### config.mk
export PLATFORM = sky130hd
export DESIGN_NAME = fer_rx_top
export DESIGN_NICKNAME = d
export VERILOG_FILES = /design/src/fer_pkg.sv /design/src/fer_frontend.sv /design/src/fer_descram.sv /design/src/fer_rx_top.sv
export SDC_FILE = /design/constraint.sdc
export NUM_CORES = 1
export LEC_CHECK = 0
export BUFFER_PORTS_ARGS = -buffer_cell sky130_fd_sc_hd__buf_2
export CAP_MARGIN = 20
export CORE_MARGIN = 2
export CORE_UTILIZATION = 35
export DETAILED_ROUTE_END_ITERATION = 8
export GPL_TIMING_DRIVEN = 0
export SYNTH_ARGS = -nofsm -noshare
export SYNTH_HDL_FRONTEND = slang
export SYNTH_SLANG_ARGS = --single-unit
### constraint.sdc
create_clock -name MCLK_I -period 11.8 [get_ports MCLK_I]
set_clock_uncertainty 0.2 [all_clocks]
set_input_delay 1.77 -clock MCLK_I [delete_from_list [all_inputs] [get_ports MCLK_I]]
set_output_delay 1.77 -clock MCLK_I [all_outputs]
set_load 0.05 [all_outputs]
### src/fer_pkg.sv
// shared constants, types and code-group decoding for the receive path
package fer_pkg;
    localparam int SMP_W = 6;
    localparam int NSYM = 5;
    localparam int CLK_PERIOD_NS = 40;
    localparam int IDLE_WIN_NS = 40000;
    localparam int IDLE_WIN_CYC = IDLE_WIN_NS / CLK_PERIOD_NS;
    localparam int LOCK_CYC = 6;
    localparam int IDLE_RUN = 10;
    localparam int PH_WIN = 64;
    localparam logic signed [5:0] SLICE_TH = 6'sh10;
    localparam logic [4:0] CG_IDLE = 5'h1F;
    localparam logic [4:0] CG_J = 5'h18;
    localparam logic [4:0] CG_K = 5'h11;
    localparam logic [4:0] CG_T = 5'h0D;
    localparam logic [4:0] CG_R = 5'h07;
    localparam logic [3:0] NIB_SSD = 4'h5;
    localparam logic [3:0] NIB_BAD_SSD = 4'hE;
    localparam logic [3:0] NIB_RST = 4'h0;

    typedef enum logic [2:0] {
        ST_IDLE = 3'b000,
        ST_SSD2 = 3'b001,
        ST_DATA = 3'b010,
        ST_ESD2 = 3'b011,
        ST_IDL2 = 3'b100
    } fer_state_type;

    // returns {valid, nibble}
    function automatic logic [4:0] fer_dec5(input logic [4:0] cg);
        logic [4:0] r;
        r = 5'h00;
        unique case (cg)
            5'h1E: r = 5'h10;
            5'h09: r = 5'h11;
            5'h14: r = 5'h12;
            5'h15: r = 5'h13;
            5'h0A: r = 5'h14;
            5'h0B: r = 5'h15;
            5'h0E: r = 5'h16;
            5'h0F: r = 5'h17;
            5'h12: r = 5'h18;
            5'h13: r = 5'h19;
            5'h16: r = 5'h1A;
            5'h17: r = 5'h1B;
            5'h1A: r = 5'h1C;
            5'h1B: r = 5'h1D;
            5'h1C: r = 5'h1E;
            5'h1D: r = 5'h1F;
            default: r = 5'h00;
        endcase
        return r;
    endfunction
endpackage

### src/fer_frontend.sv
// sample slicing, sampling phase choice and three-level to bit decoding
`timescale 1ns/1ns
module fer_frontend
    import fer_pkg::*;
(
    input wire logic clk_i,
    input wire logic rst_n_i,
    input wire logic [29:0] smp_a_i,
    input wire logic [29:0] smp_b_i,
    output logic [4:0] bits_o,
    output logic phase_b_o
);
    logic signed [15:0] score_r;
    logic [6:0] win_cnt_r;
    logic [1:0] last_lvl_r;

    function automatic logic [1:0] slice(input logic signed [5:0] s);
        if (s > SLICE_TH) return 2'b01;
        if (s < -SLICE_TH) return 2'b11;
        return 2'b00;
    endfunction

    function automatic logic signed [7:0] margin(input logic signed [5:0] s);
        logic signed [7:0] a;
        a = (s < 0) ? -8'(s) : 8'(s);
        return (a >= 8'(SLICE_TH)) ? a - 8'(SLICE_TH) : 8'(SLICE_TH) - a;
    endfunction

    // margin comparison of the two phases over a window
    always_ff @(posedge clk_i or negedge rst_n_i) begin
        if (!rst_n_i) begin
            score_r <= 16'sh0000;
            win_cnt_r <= 7'h00;
            phase_b_o <= 1'b0;
        end else begin
            logic signed [15:0] acc;
            acc = score_r;
            for (int i = 0; i < NSYM; i++) begin
                acc = acc + 16'(margin(smp_a_i[SMP_W*i +: SMP_W]))
                          - 16'(margin(smp_b_i[SMP_W*i +: SMP_W]));
            end
            if (win_cnt_r == 7'(PH_WIN - 1)) begin
                win_cnt_r <= 7'h00;
                score_r <= 16'sh0000;
                phase_b_o <= (acc < 0);
            end else begin
                win_cnt_r <= win_cnt_r + 7'h01;
                score_r <= acc;
            end
        end
    end

    // sample 4 is the earliest; a level change is a one
    always_ff @(posedge clk_i or negedge rst_n_i) begin
        if (!rst_n_i) begin
            bits_o <= 5'h00;
            last_lvl_r <= 2'b00;
        end else begin
            logic [1:0] prev;
            logic [1:0] cur;
            prev = last_lvl_r;
            for (int i = NSYM - 1; i >= 0; i--) begin
                cur = slice(phase_b_o ? smp_b_i[SMP_W*i +: SMP_W]
                                      : smp_a_i[SMP_W*i +: SMP_W]);
                bits_o[i] <= (cur != prev);
                prev = cur;
            end
            last_lvl_r <= prev;
        end
    end
endmodule

### src/fer_descram.sv
// descrambler with idle-based key lock and idle watchdog
`timescale 1ns/1ns
module fer_descram
    import fer_pkg::*;
#(
    parameter int IDLE_WIN = IDLE_WIN_CYC
) (
    input wire logic clk_i,
    input wire logic rst_n_i,
    input wire logic [4:0] bits_i,
    output logic [4:0] data_o,
    output logic locked_o,
    output logic abort_o
);
    // watchdog timer is sixteen bits wide
    if (IDLE_WIN < 2 || IDLE_WIN > 65535) begin : g_win_check
        $error("IDLE_WIN out of range");
    end

    logic [10:0] key_r;
    logic [2:0] match_r;
    logic [3:0] run_r;
    logic [15:0] idle_tmr_r;

    // returns {key, data, mismatch}
    function automatic logic [16:0] step(input logic [10:0] k, input logic [4:0] s,
                                         input logic lk);
        logic [4:0] o;
        logic mm;
        logic p;
        o = 5'h00;
        mm = 1'b0;
        for (int i = NSYM - 1; i >= 0; i--) begin
            p = k[10] ^ k[8];
            o[i] = s[i] ^ p;
            if (!s[i] != p) mm = 1'b1;
            k = {k[9:0], lk ? p : !s[i]};
        end
        return {k, o, mm};
    endfunction

    logic [16:0] st;
    assign st = step(key_r, bits_i, locked_o);

    always_ff @(posedge clk_i or negedge rst_n_i) begin
        if (!rst_n_i) begin
            key_r <= 11'h000;
            data_o <= 5'h00;
        end else begin
            key_r <= st[16:6];
            data_o <= st[5:1];
        end
    end

    // lock after a run of predicted idle ones, drop when idles vanish
    always_ff @(posedge clk_i or negedge rst_n_i) begin
        if (!rst_n_i) begin
            locked_o <= 1'b0;
            match_r <= 3'h0;
            abort_o <= 1'b0;
            idle_tmr_r <= 16'h0000;
        end else begin
            abort_o <= 1'b0;
            if (!locked_o) begin
                match_r <= st[0] ? 3'h0 : match_r + 3'h1;
                idle_tmr_r <= 16'h0000;
                if (!st[0] && match_r == 3'(LOCK_CYC - 1)) locked_o <= 1'b1;
            end else if (run_r >= 4'(IDLE_RUN)) begin
                idle_tmr_r <= 16'h0000;
            end else if (idle_tmr_r == 16'(IDLE_WIN - 1)) begin
                locked_o <= 1'b0;
                abort_o <= 1'b1;
                match_r <= 3'h0;
                idle_tmr_r <= 16'h0000;
            end else begin
                idle_tmr_r <= idle_tmr_r + 16'h0001;
            end
        end
    end

    // trailing run of descrambled ones
    always_ff @(posedge clk_i or negedge rst_n_i) begin
        if (!rst_n_i) begin
            run_r <= 4'h0;
        end else if (data_o == 5'h1F) begin
            run_r <= (run_r > 4'hA) ? 4'hF : run_r + 4'h5;
        end else begin
            run_r <= data_o[0] ? (data_o[1] ? (data_o[2] ? (data_o[3] ? 4'h4 : 4'h3)
                                 : 4'h2) : 4'h1) : 4'h0;
        end
    end
endmodule

### src/fer_rx_top.sv
// receive path top: input sync, alignment, code decoding and MII outputs
`timescale 1ns/1ns
// Function
// - six-bit line samples, five per clock, feed the front end
// - sampling phase with the larger slicing margin is chosen
// - three-level symbols become a bit stream before descrambling
// - descrambler inverts the scrambler and delivers five-bit groups
// - key syncs on idles, then holds and descrambles data
// - no idle within 40 us drops lock and aborts reception
// - J in the stream fixes group alignment until next frame
// - valid groups decode to nibbles on the receive data lines
// - start delimiter pair appears as two 0101 nibbles
// - data valid rises with the first start delimiter nibble
// - end delimiter or two idles end carrier and valid, not output
// - link failure or lost line signal ends valid at once
// - nibbles change on the receive clock while valid
// - unexpected group inside a frame raises receive error
// - bad start delimiter gives error with 1110, valid stays low
// - one nibble per 25 MHz clock, recovered from data
// - without line signal the clock source is the reference clock
// - J then K maps to 0101; out of order gives error
// - T then R ends frame; either alone gives error
// - invalid groups while valid raise receive error
// - a level change decodes as one, no change as zero
module fer_rx_top
    import fer_pkg::*;
#(
    parameter int IDLE_WIN = IDLE_WIN_CYC
) (
    input wire logic MCLK_I,
    input wire logic RST_N_I,
    input wire logic [29:0] SMP_A_I,
    input wire logic [29:0] SMP_B_I,
    input wire logic LINE_SIGNAL_PRESENT_I,
    input wire logic LINK_FAIL_I,
    output logic [3:0] RXD_O,
    output logic RX_DV_O,
    output logic RX_ER_O,
    output logic CRS_O,
    output logic RXCLK_RECOV_O,
    output logic DESCR_LOCK_O
);
    // watchdog timer is sixteen bits wide
    if (IDLE_WIN < 2 || IDLE_WIN > 65535) begin : g_win_check
        $error("IDLE_WIN out of range");
    end

    logic [29:0] smp_a_s1_r;
    logic [29:0] smp_a_s2_r;
    logic [29:0] smp_b_s1_r;
    logic [29:0] smp_b_s2_r;
    logic [1:0] sig_s_r;
    logic [1:0] fail_s_r;
    logic [4:0] bits;
    logic phase_b;
    logic [4:0] dsc;
    logic locked;
    logic abort;
    logic [9:0] hist_r;
    logic [2:0] align_r;
    fer_state_type state_r;
    logic [3:0] d_nib_r;
    logic d_er_r;
    logic [4:0] code;
    logic [4:0] dec;
    logic j_hit;
    logic [2:0] j_off;
    logic active;

    // two-stage synchronisers for every input from outside except the reset
    always_ff @(posedge MCLK_I or negedge RST_N_I) begin
        if (!RST_N_I) begin
            smp_a_s1_r <= 30'h0000_0000;
            smp_a_s2_r <= 30'h0000_0000;
            smp_b_s1_r <= 30'h0000_0000;
            smp_b_s2_r <= 30'h0000_0000;
            sig_s_r <= 2'b00;
            fail_s_r <= 2'b00;
        end else begin
            smp_a_s1_r <= SMP_A_I;
            smp_a_s2_r <= smp_a_s1_r;
            smp_b_s1_r <= SMP_B_I;
            smp_b_s2_r <= smp_b_s1_r;
            sig_s_r <= {sig_s_r[0], LINE_SIGNAL_PRESENT_I};
            fail_s_r <= {fail_s_r[0], LINK_FAIL_I};
        end
    end

    fer_frontend u_front (
        .clk_i(MCLK_I),
        .rst_n_i(RST_N_I),
        .smp_a_i(smp_a_s2_r),
        .smp_b_i(smp_b_s2_r),
        .bits_o(bits),
        .phase_b_o(phase_b)
    );

    fer_descram #(
        .IDLE_WIN(IDLE_WIN)
    ) u_descr (
        .clk_i(MCLK_I),
        .rst_n_i(RST_N_I),
        .bits_i(bits),
        .data_o(dsc),
        .locked_o(locked),
        .abort_o(abort)
    );

    // ten most recent descrambled bits, earliest in the msb
    always_ff @(posedge MCLK_I or negedge RST_N_I) begin
        if (!RST_N_I) begin
            hist_r <= 10'h000;
        end else begin
            hist_r <= {hist_r[4:0], dsc};
        end
    end

    function automatic logic [4:0] window(input logic [9:0] h, input logic [2:0] o);
        logic [4:0] w;
        w = 5'h00;
        for (int i = 0; i < NSYM; i++) begin
            w[i] = h[int'(o) + i];
        end
        return w;
    endfunction

    // search every offset for the first start delimiter group
    always_comb begin
        j_hit = 1'b0;
        j_off = 3'h0;
        for (int o = NSYM - 1; o >= 0; o--) begin
            if (window(hist_r, 3'(o)) == CG_J) begin
                j_hit = 1'b1;
                j_off = 3'(o);
            end
        end
    end

    assign code = window(hist_r, align_r);
    assign dec = fer_dec5(code);
    assign active = locked && sig_s_r[1] && !fail_s_r[1] && !abort;

    // alignment is held until the next start delimiter
    always_ff @(posedge MCLK_I or negedge RST_N_I) begin
        if (!RST_N_I) begin
            align_r <= 3'h0;
        end else if (state_r == ST_IDLE && j_hit) begin
            align_r <= j_off;
        end
    end

    // frame sequencing; outputs lag the groups by one so ends drop cleanly
    always_ff @(posedge MCLK_I or negedge RST_N_I) begin
        if (!RST_N_I) begin
            state_r <= ST_IDLE;
            RXD_O <= NIB_RST;
            RX_DV_O <= 1'b0;
            RX_ER_O <= 1'b0;
            CRS_O <= 1'b0;
            d_nib_r <= NIB_RST;
            d_er_r <= 1'b0;
        end else if (!active) begin
            state_r <= ST_IDLE;
            RX_DV_O <= 1'b0;
            RX_ER_O <= 1'b0;
            CRS_O <= 1'b0;
        end else begin
            RX_ER_O <= 1'b0;
            unique case (state_r)
                ST_IDLE: begin
                    RX_DV_O <= 1'b0;
                    if (j_hit) begin
                        CRS_O <= 1'b1;
                        state_r <= ST_SSD2;
                    end
                end
                ST_SSD2: begin
                    if (code == CG_K) begin
                        RXD_O <= NIB_SSD;
                        RX_DV_O <= 1'b1;
                        d_nib_r <= NIB_SSD;
                        d_er_r <= 1'b0;
                        state_r <= ST_DATA;
                    end else begin
                        RXD_O <= NIB_BAD_SSD;
                        RX_ER_O <= 1'b1;
                        RX_DV_O <= 1'b0;
                        CRS_O <= 1'b0;
                        state_r <= ST_IDLE;
                    end
                end
                ST_DATA: begin
                    RXD_O <= d_nib_r;
                    RX_DV_O <= 1'b1;
                    RX_ER_O <= d_er_r;
                    if (code == CG_T) begin
                        state_r <= ST_ESD2;
                    end else if (code == CG_IDLE) begin
                        state_r <= ST_IDL2;
                    end else begin
                        d_nib_r <= dec[4] ? dec[3:0] : code[3:0];
                        d_er_r <= !dec[4];
                    end
                end
                ST_ESD2, ST_IDL2: begin
                    if ((state_r == ST_ESD2 && code == CG_R) ||
                        (state_r == ST_IDL2 && code == CG_IDLE)) begin
                        RX_DV_O <= 1'b0;
                        CRS_O <= 1'b0;
                        state_r <= ST_IDLE;
                    end else begin
                        RX_DV_O <= 1'b1;
                        RX_ER_O <= 1'b1;
                        d_nib_r <= dec[4] ? dec[3:0] : code[3:0];
                        d_er_r <= !dec[4];
                        state_r <= ST_DATA;
                    end
                end
            endcase
        end
    end

    // clock source indication and lock status
    always_ff @(posedge MCLK_I or negedge RST_N_I) begin
        if (!RST_N_I) begin
            RXCLK_RECOV_O <= 1'b0;
            DESCR_LOCK_O <= 1'b0;
        end else begin
            RXCLK_RECOV_O <= sig_s_r[1] && locked;
            DESCR_LOCK_O <= locked;
        end
    end
endmodule

==> impl_metrics.py <==
metrics = {
    "outcome": {
        "status": "finished clean",
    },
    "worst_hold_path": {
        "hold_path_depth": 0,
        "hp-class": "register to register",
        "hold_end": "smp_b_s2_r[10]",
        "min_from": "smp_b_s1_r[10]",
    },
    "yosys": {
        "postSynthCellCount": 1314,
        "ys_types": 75,
        "syn_avg_cell_area_um2": 10.5,
        "synth_top_area_share_pct": 40.9,
        "yosysSeqAreaShare_pct": 40.9,
        "syn_area_um2": 13800,
        "ys_ff_latch": 226,
        "netlist_top_cells_count": "dfrtp_1 (226), inv_1 (184), nand2_1 (113)",
        "synth_edf_count": 0,
        "synth.area.top_cells": "dfrtp_1 (41%), fa_1 (13%), ha_1 (6.9%)",
        "synth_top_area_cell": "dfrtp_1",
        "synth_flop_cell": "dfrtp_1",
        "yosysMostFrequentCell": "dfrtp_1",
        "ys_async_sr_fraction_pct": 100,
        "yosysWarnings": 0,
    },
    "clock_network": {
        "clockRootBuffer": "clkbuf_16",
        "clkTransAtPathRegs_ps": 60,
        "cts_max_level": 1,
        "worstSkewPairLatency_ps": 550,
        "cts_hold_buf": 0,
        "clk_path_buf_depth": 3,
        "cts_resized": 0,
        "numCtsBuffers": 27,
        "cts_tree": "built",
        "cts_setup_buffers": 0,
        "clock_sink_count": 226,
    },
    "worst_setup_path": {
        "critical_path_arrival_ps": 8210,
        "timing.rr.start": "smp_a_s2_r[21]",
        "crit_type": "register to register",
        "r2r_slack_ps": 3780,
        "end_kind": "register",
        "r2r_end": "u_front.phase_b_o",
        "rr_worst_depth": 26,
        "cp.required_ps": 11990,
        "cp_max_fo": 6,
        "start_kind": "register",
    },
    "sta": {
        "max_freq_ghz": 0.125,
        "finalSetupViolCount": 0,
        "rsz0062_at_grt": "no",
        "finalHoldViolCount": 0,
        "whs_ps": 142,
        "fin_ws_ps": 3780,
        "min_period_ps": 8020,
        "finalCritPeriodShare_pct": 67.9,
        "tns_ps": 0,
        "max-slew-margin-rel_pct": 42.6,
        "drv_slew": 0,
        "tightestPinTransition_ps": 852,
    },
    "route": {
        "avgRoutedWirePerCell_um": 14.3,
        "first_pass_iters": 5,
        "route.detailed.drc": 0,
        "vias": 9163,
        "vias_per_cell": 4.69,
        "ant_nets": 0,
        "wl_um": 28000,
        "drt_iter0_markers": 482,
    },
    "grt": {
        "first_global_vias": 9411,
        "grt_max_degree": 89,
        "grt_first_pass_wirelength_um": 48000,
        "antenna_found_initial": 0,
        "grt_util_all_layers_pct": 14.4,
        "grt_overflow": 0,
    },
    "floorplan": {
        "io_pins": 73,
        "dieArea_um2": 41100,
        "fp.coreArea_um2": 38800,
        "start_util_pct": 35.6,
        "die_w_um": 203,
        "num_rows": 72,
        "die_h_um": 203,
    },
    "placement": {
        "preCtsSetupSlack_ps": 3840,
        "port_buffers": 72,
        "dpl.hpwl_um": 21900,
        "gp_congestion": 0.847,
    },
    "job": {
        "drv_cap": 0,
    },
    "layout": {
        "nFillCells": 3758,
        "drive_gt1_share_pct": 11.2,
        "antenna_cells": 0,
        "area_growth_syn_to_layout_pct": 14.4,
        "nets": 1650,
    },
}
==> cells in the final DEF (no fill, tap or decap), types with 12 or more instances in the layout <==
master | netlist | routed
dfrtp_1 | 226 | 226
inv_1 | 184 | 184
nand2_1 | 113 | 113
fa_1 | 92 | 92
nor2_1 | 76 | 76
ha_1 | 76 | 76
buf_2 | 2 | 73
xnor2_1 | 65 | 65
a21oi_1 | 58 | 58
xor2_1 | 52 | 52
o21ai_0 | 44 | 44
nand3_1 | 30 | 30
mux2i_1 | 27 | 27
clkbuf_16 | 0 | 27
nor2b_1 | 26 | 26
nand2b_1 | 26 | 26
clkbuf_1 | 22 | 25
o31ai_1 | 15 | 15
nand4_1 | 15 | 15
nor3_1 | 15 | 15
and3_1 | 13 | 13
nor4_1 | 12 | 12
==> per-stage QoR <==
| stage | util [%] | cell area (µm²) | cells |
|---|---|---|---|
| 6_report | 40.7 | 15800 | 1955 |
| 5_1_grt | 40.7 | 15800 | 1955 |
| 4_1_cts | 40.7 | 15800 | 1955 |
| 3_5_place_dp | 38.4 | 14900 | 1907 |
| 3_3_place_gp | 38.2 | 14800 | 1905 |
| 2_1_floorplan | - | 13800 | 1315 |
==> metal layers <==
metal	wire length [µm]	global-route usage [%]	vias to the layer above
li1	-	-	4483
met1	12500	18.8	4522
met2	14000	25.1	111
met3	774	2.15	47
met4	784	3.88	0
met5	0	0	-
==> area by class of cell <==
| cell class | instances | area (µm²) | share of cell area, % |
|---|---|---|---|
| multi-input cells | 876 | 7330 | 46.4 |
| flip-flops and latches | 226 | 5660 | 35.8 |
| clock buffers | 32 | 714 | 4.52 |
| inverters | 185 | 699 | 4.42 |
| well taps | 518 | 648 | 4.10 |
| repair buffers | 74 | 425 | 2.69 |
| clock inverters | 16 | 203 | 1.28 |
| plain buffers | 28 | 130 | 0.823 |
==> cell families after synthesis <==
| kind of cell | after synthesis | synth area share (%) |
|---|---|---|
| AND/OR/NAND/NOR | 370 | 13.2 |
| flip-flops | 226 | 40.9 |
| buffers and inverters | 213 | 6.01 |
| AO/OA/AOI/OAI | 174 | 8.10 |
| adder cells (fa/ha/maj) | 169 | 20.3 |
| XOR/XNOR | 118 | 7.54 |
| multiplexers | 42 | 3.83 |
| other | 2 | 0.0544 |
==> worst max-delay path by stage <==
stage	start	end	slack, ps	cells after the start
2_1_floorplan	smp_b_s2_r[18]	u_front.score_r[14]	4690	29
3_3_place_gp	smp_a_s2_r[21]	u_front.phase_b_o	3890	26
3_5_place_dp	smp_a_s2_r[21]	u_front.phase_b_o	3840	26
4_1_cts	smp_a_s2_r[21]	u_front.phase_b_o	3820	26
5_1_grt	smp_a_s2_r[21]	u_front.phase_b_o	3330	26
6_report	smp_a_s2_r[21]	u_front.phase_b_o	3780	26
==> critical path: stages (launching register included) <==
cell and delay, ps:
dfrtp_1 400, nor4_1 760, nand3b_1 390, ha_1 310, nand4_1 80, and2_1 140
clkbuf_1 220, a21oi_1 70, a31o_2 250, fa_1 530, inv_1 80, fa_1 560
inv_1 60, fa_1 540, inv_1 200, fa_1 580, inv_1 50, fa_1 530
inv_1 40, ha_1 350, and3_1 190, a21oi_1 90, o21ai_0 140, o41ai_1 480
o21ai_0 290, xnor2_1 240, a21oi_1 90
==> state kept, by name, indices dropped and copies added, names as in the netlist, 2 cells and up <==
signal	cells
smp_a_s1_r	30
smp_a_s2_r	30
smp_b_s1_r	30
smp_b_s2_r	30
u_descr.idle_tmr_r	16
u_front.score_r	16
u_descr.key_r	11
hist_r	10
u_front.win_cnt_r	7
u_descr.data_o	5
u_front.bits_o	5
RXD_O	4
d_nib_r	4
u_descr.run_r	4
align_r	3
state_r	3
u_descr.match_r	3
fail_s_r	2
sig_s_r	2
u_front.last_lvl_r	2
Power is not shown: default switching activity piles up to over one toggle a cycle in this logic, so the estimate is an artifact.
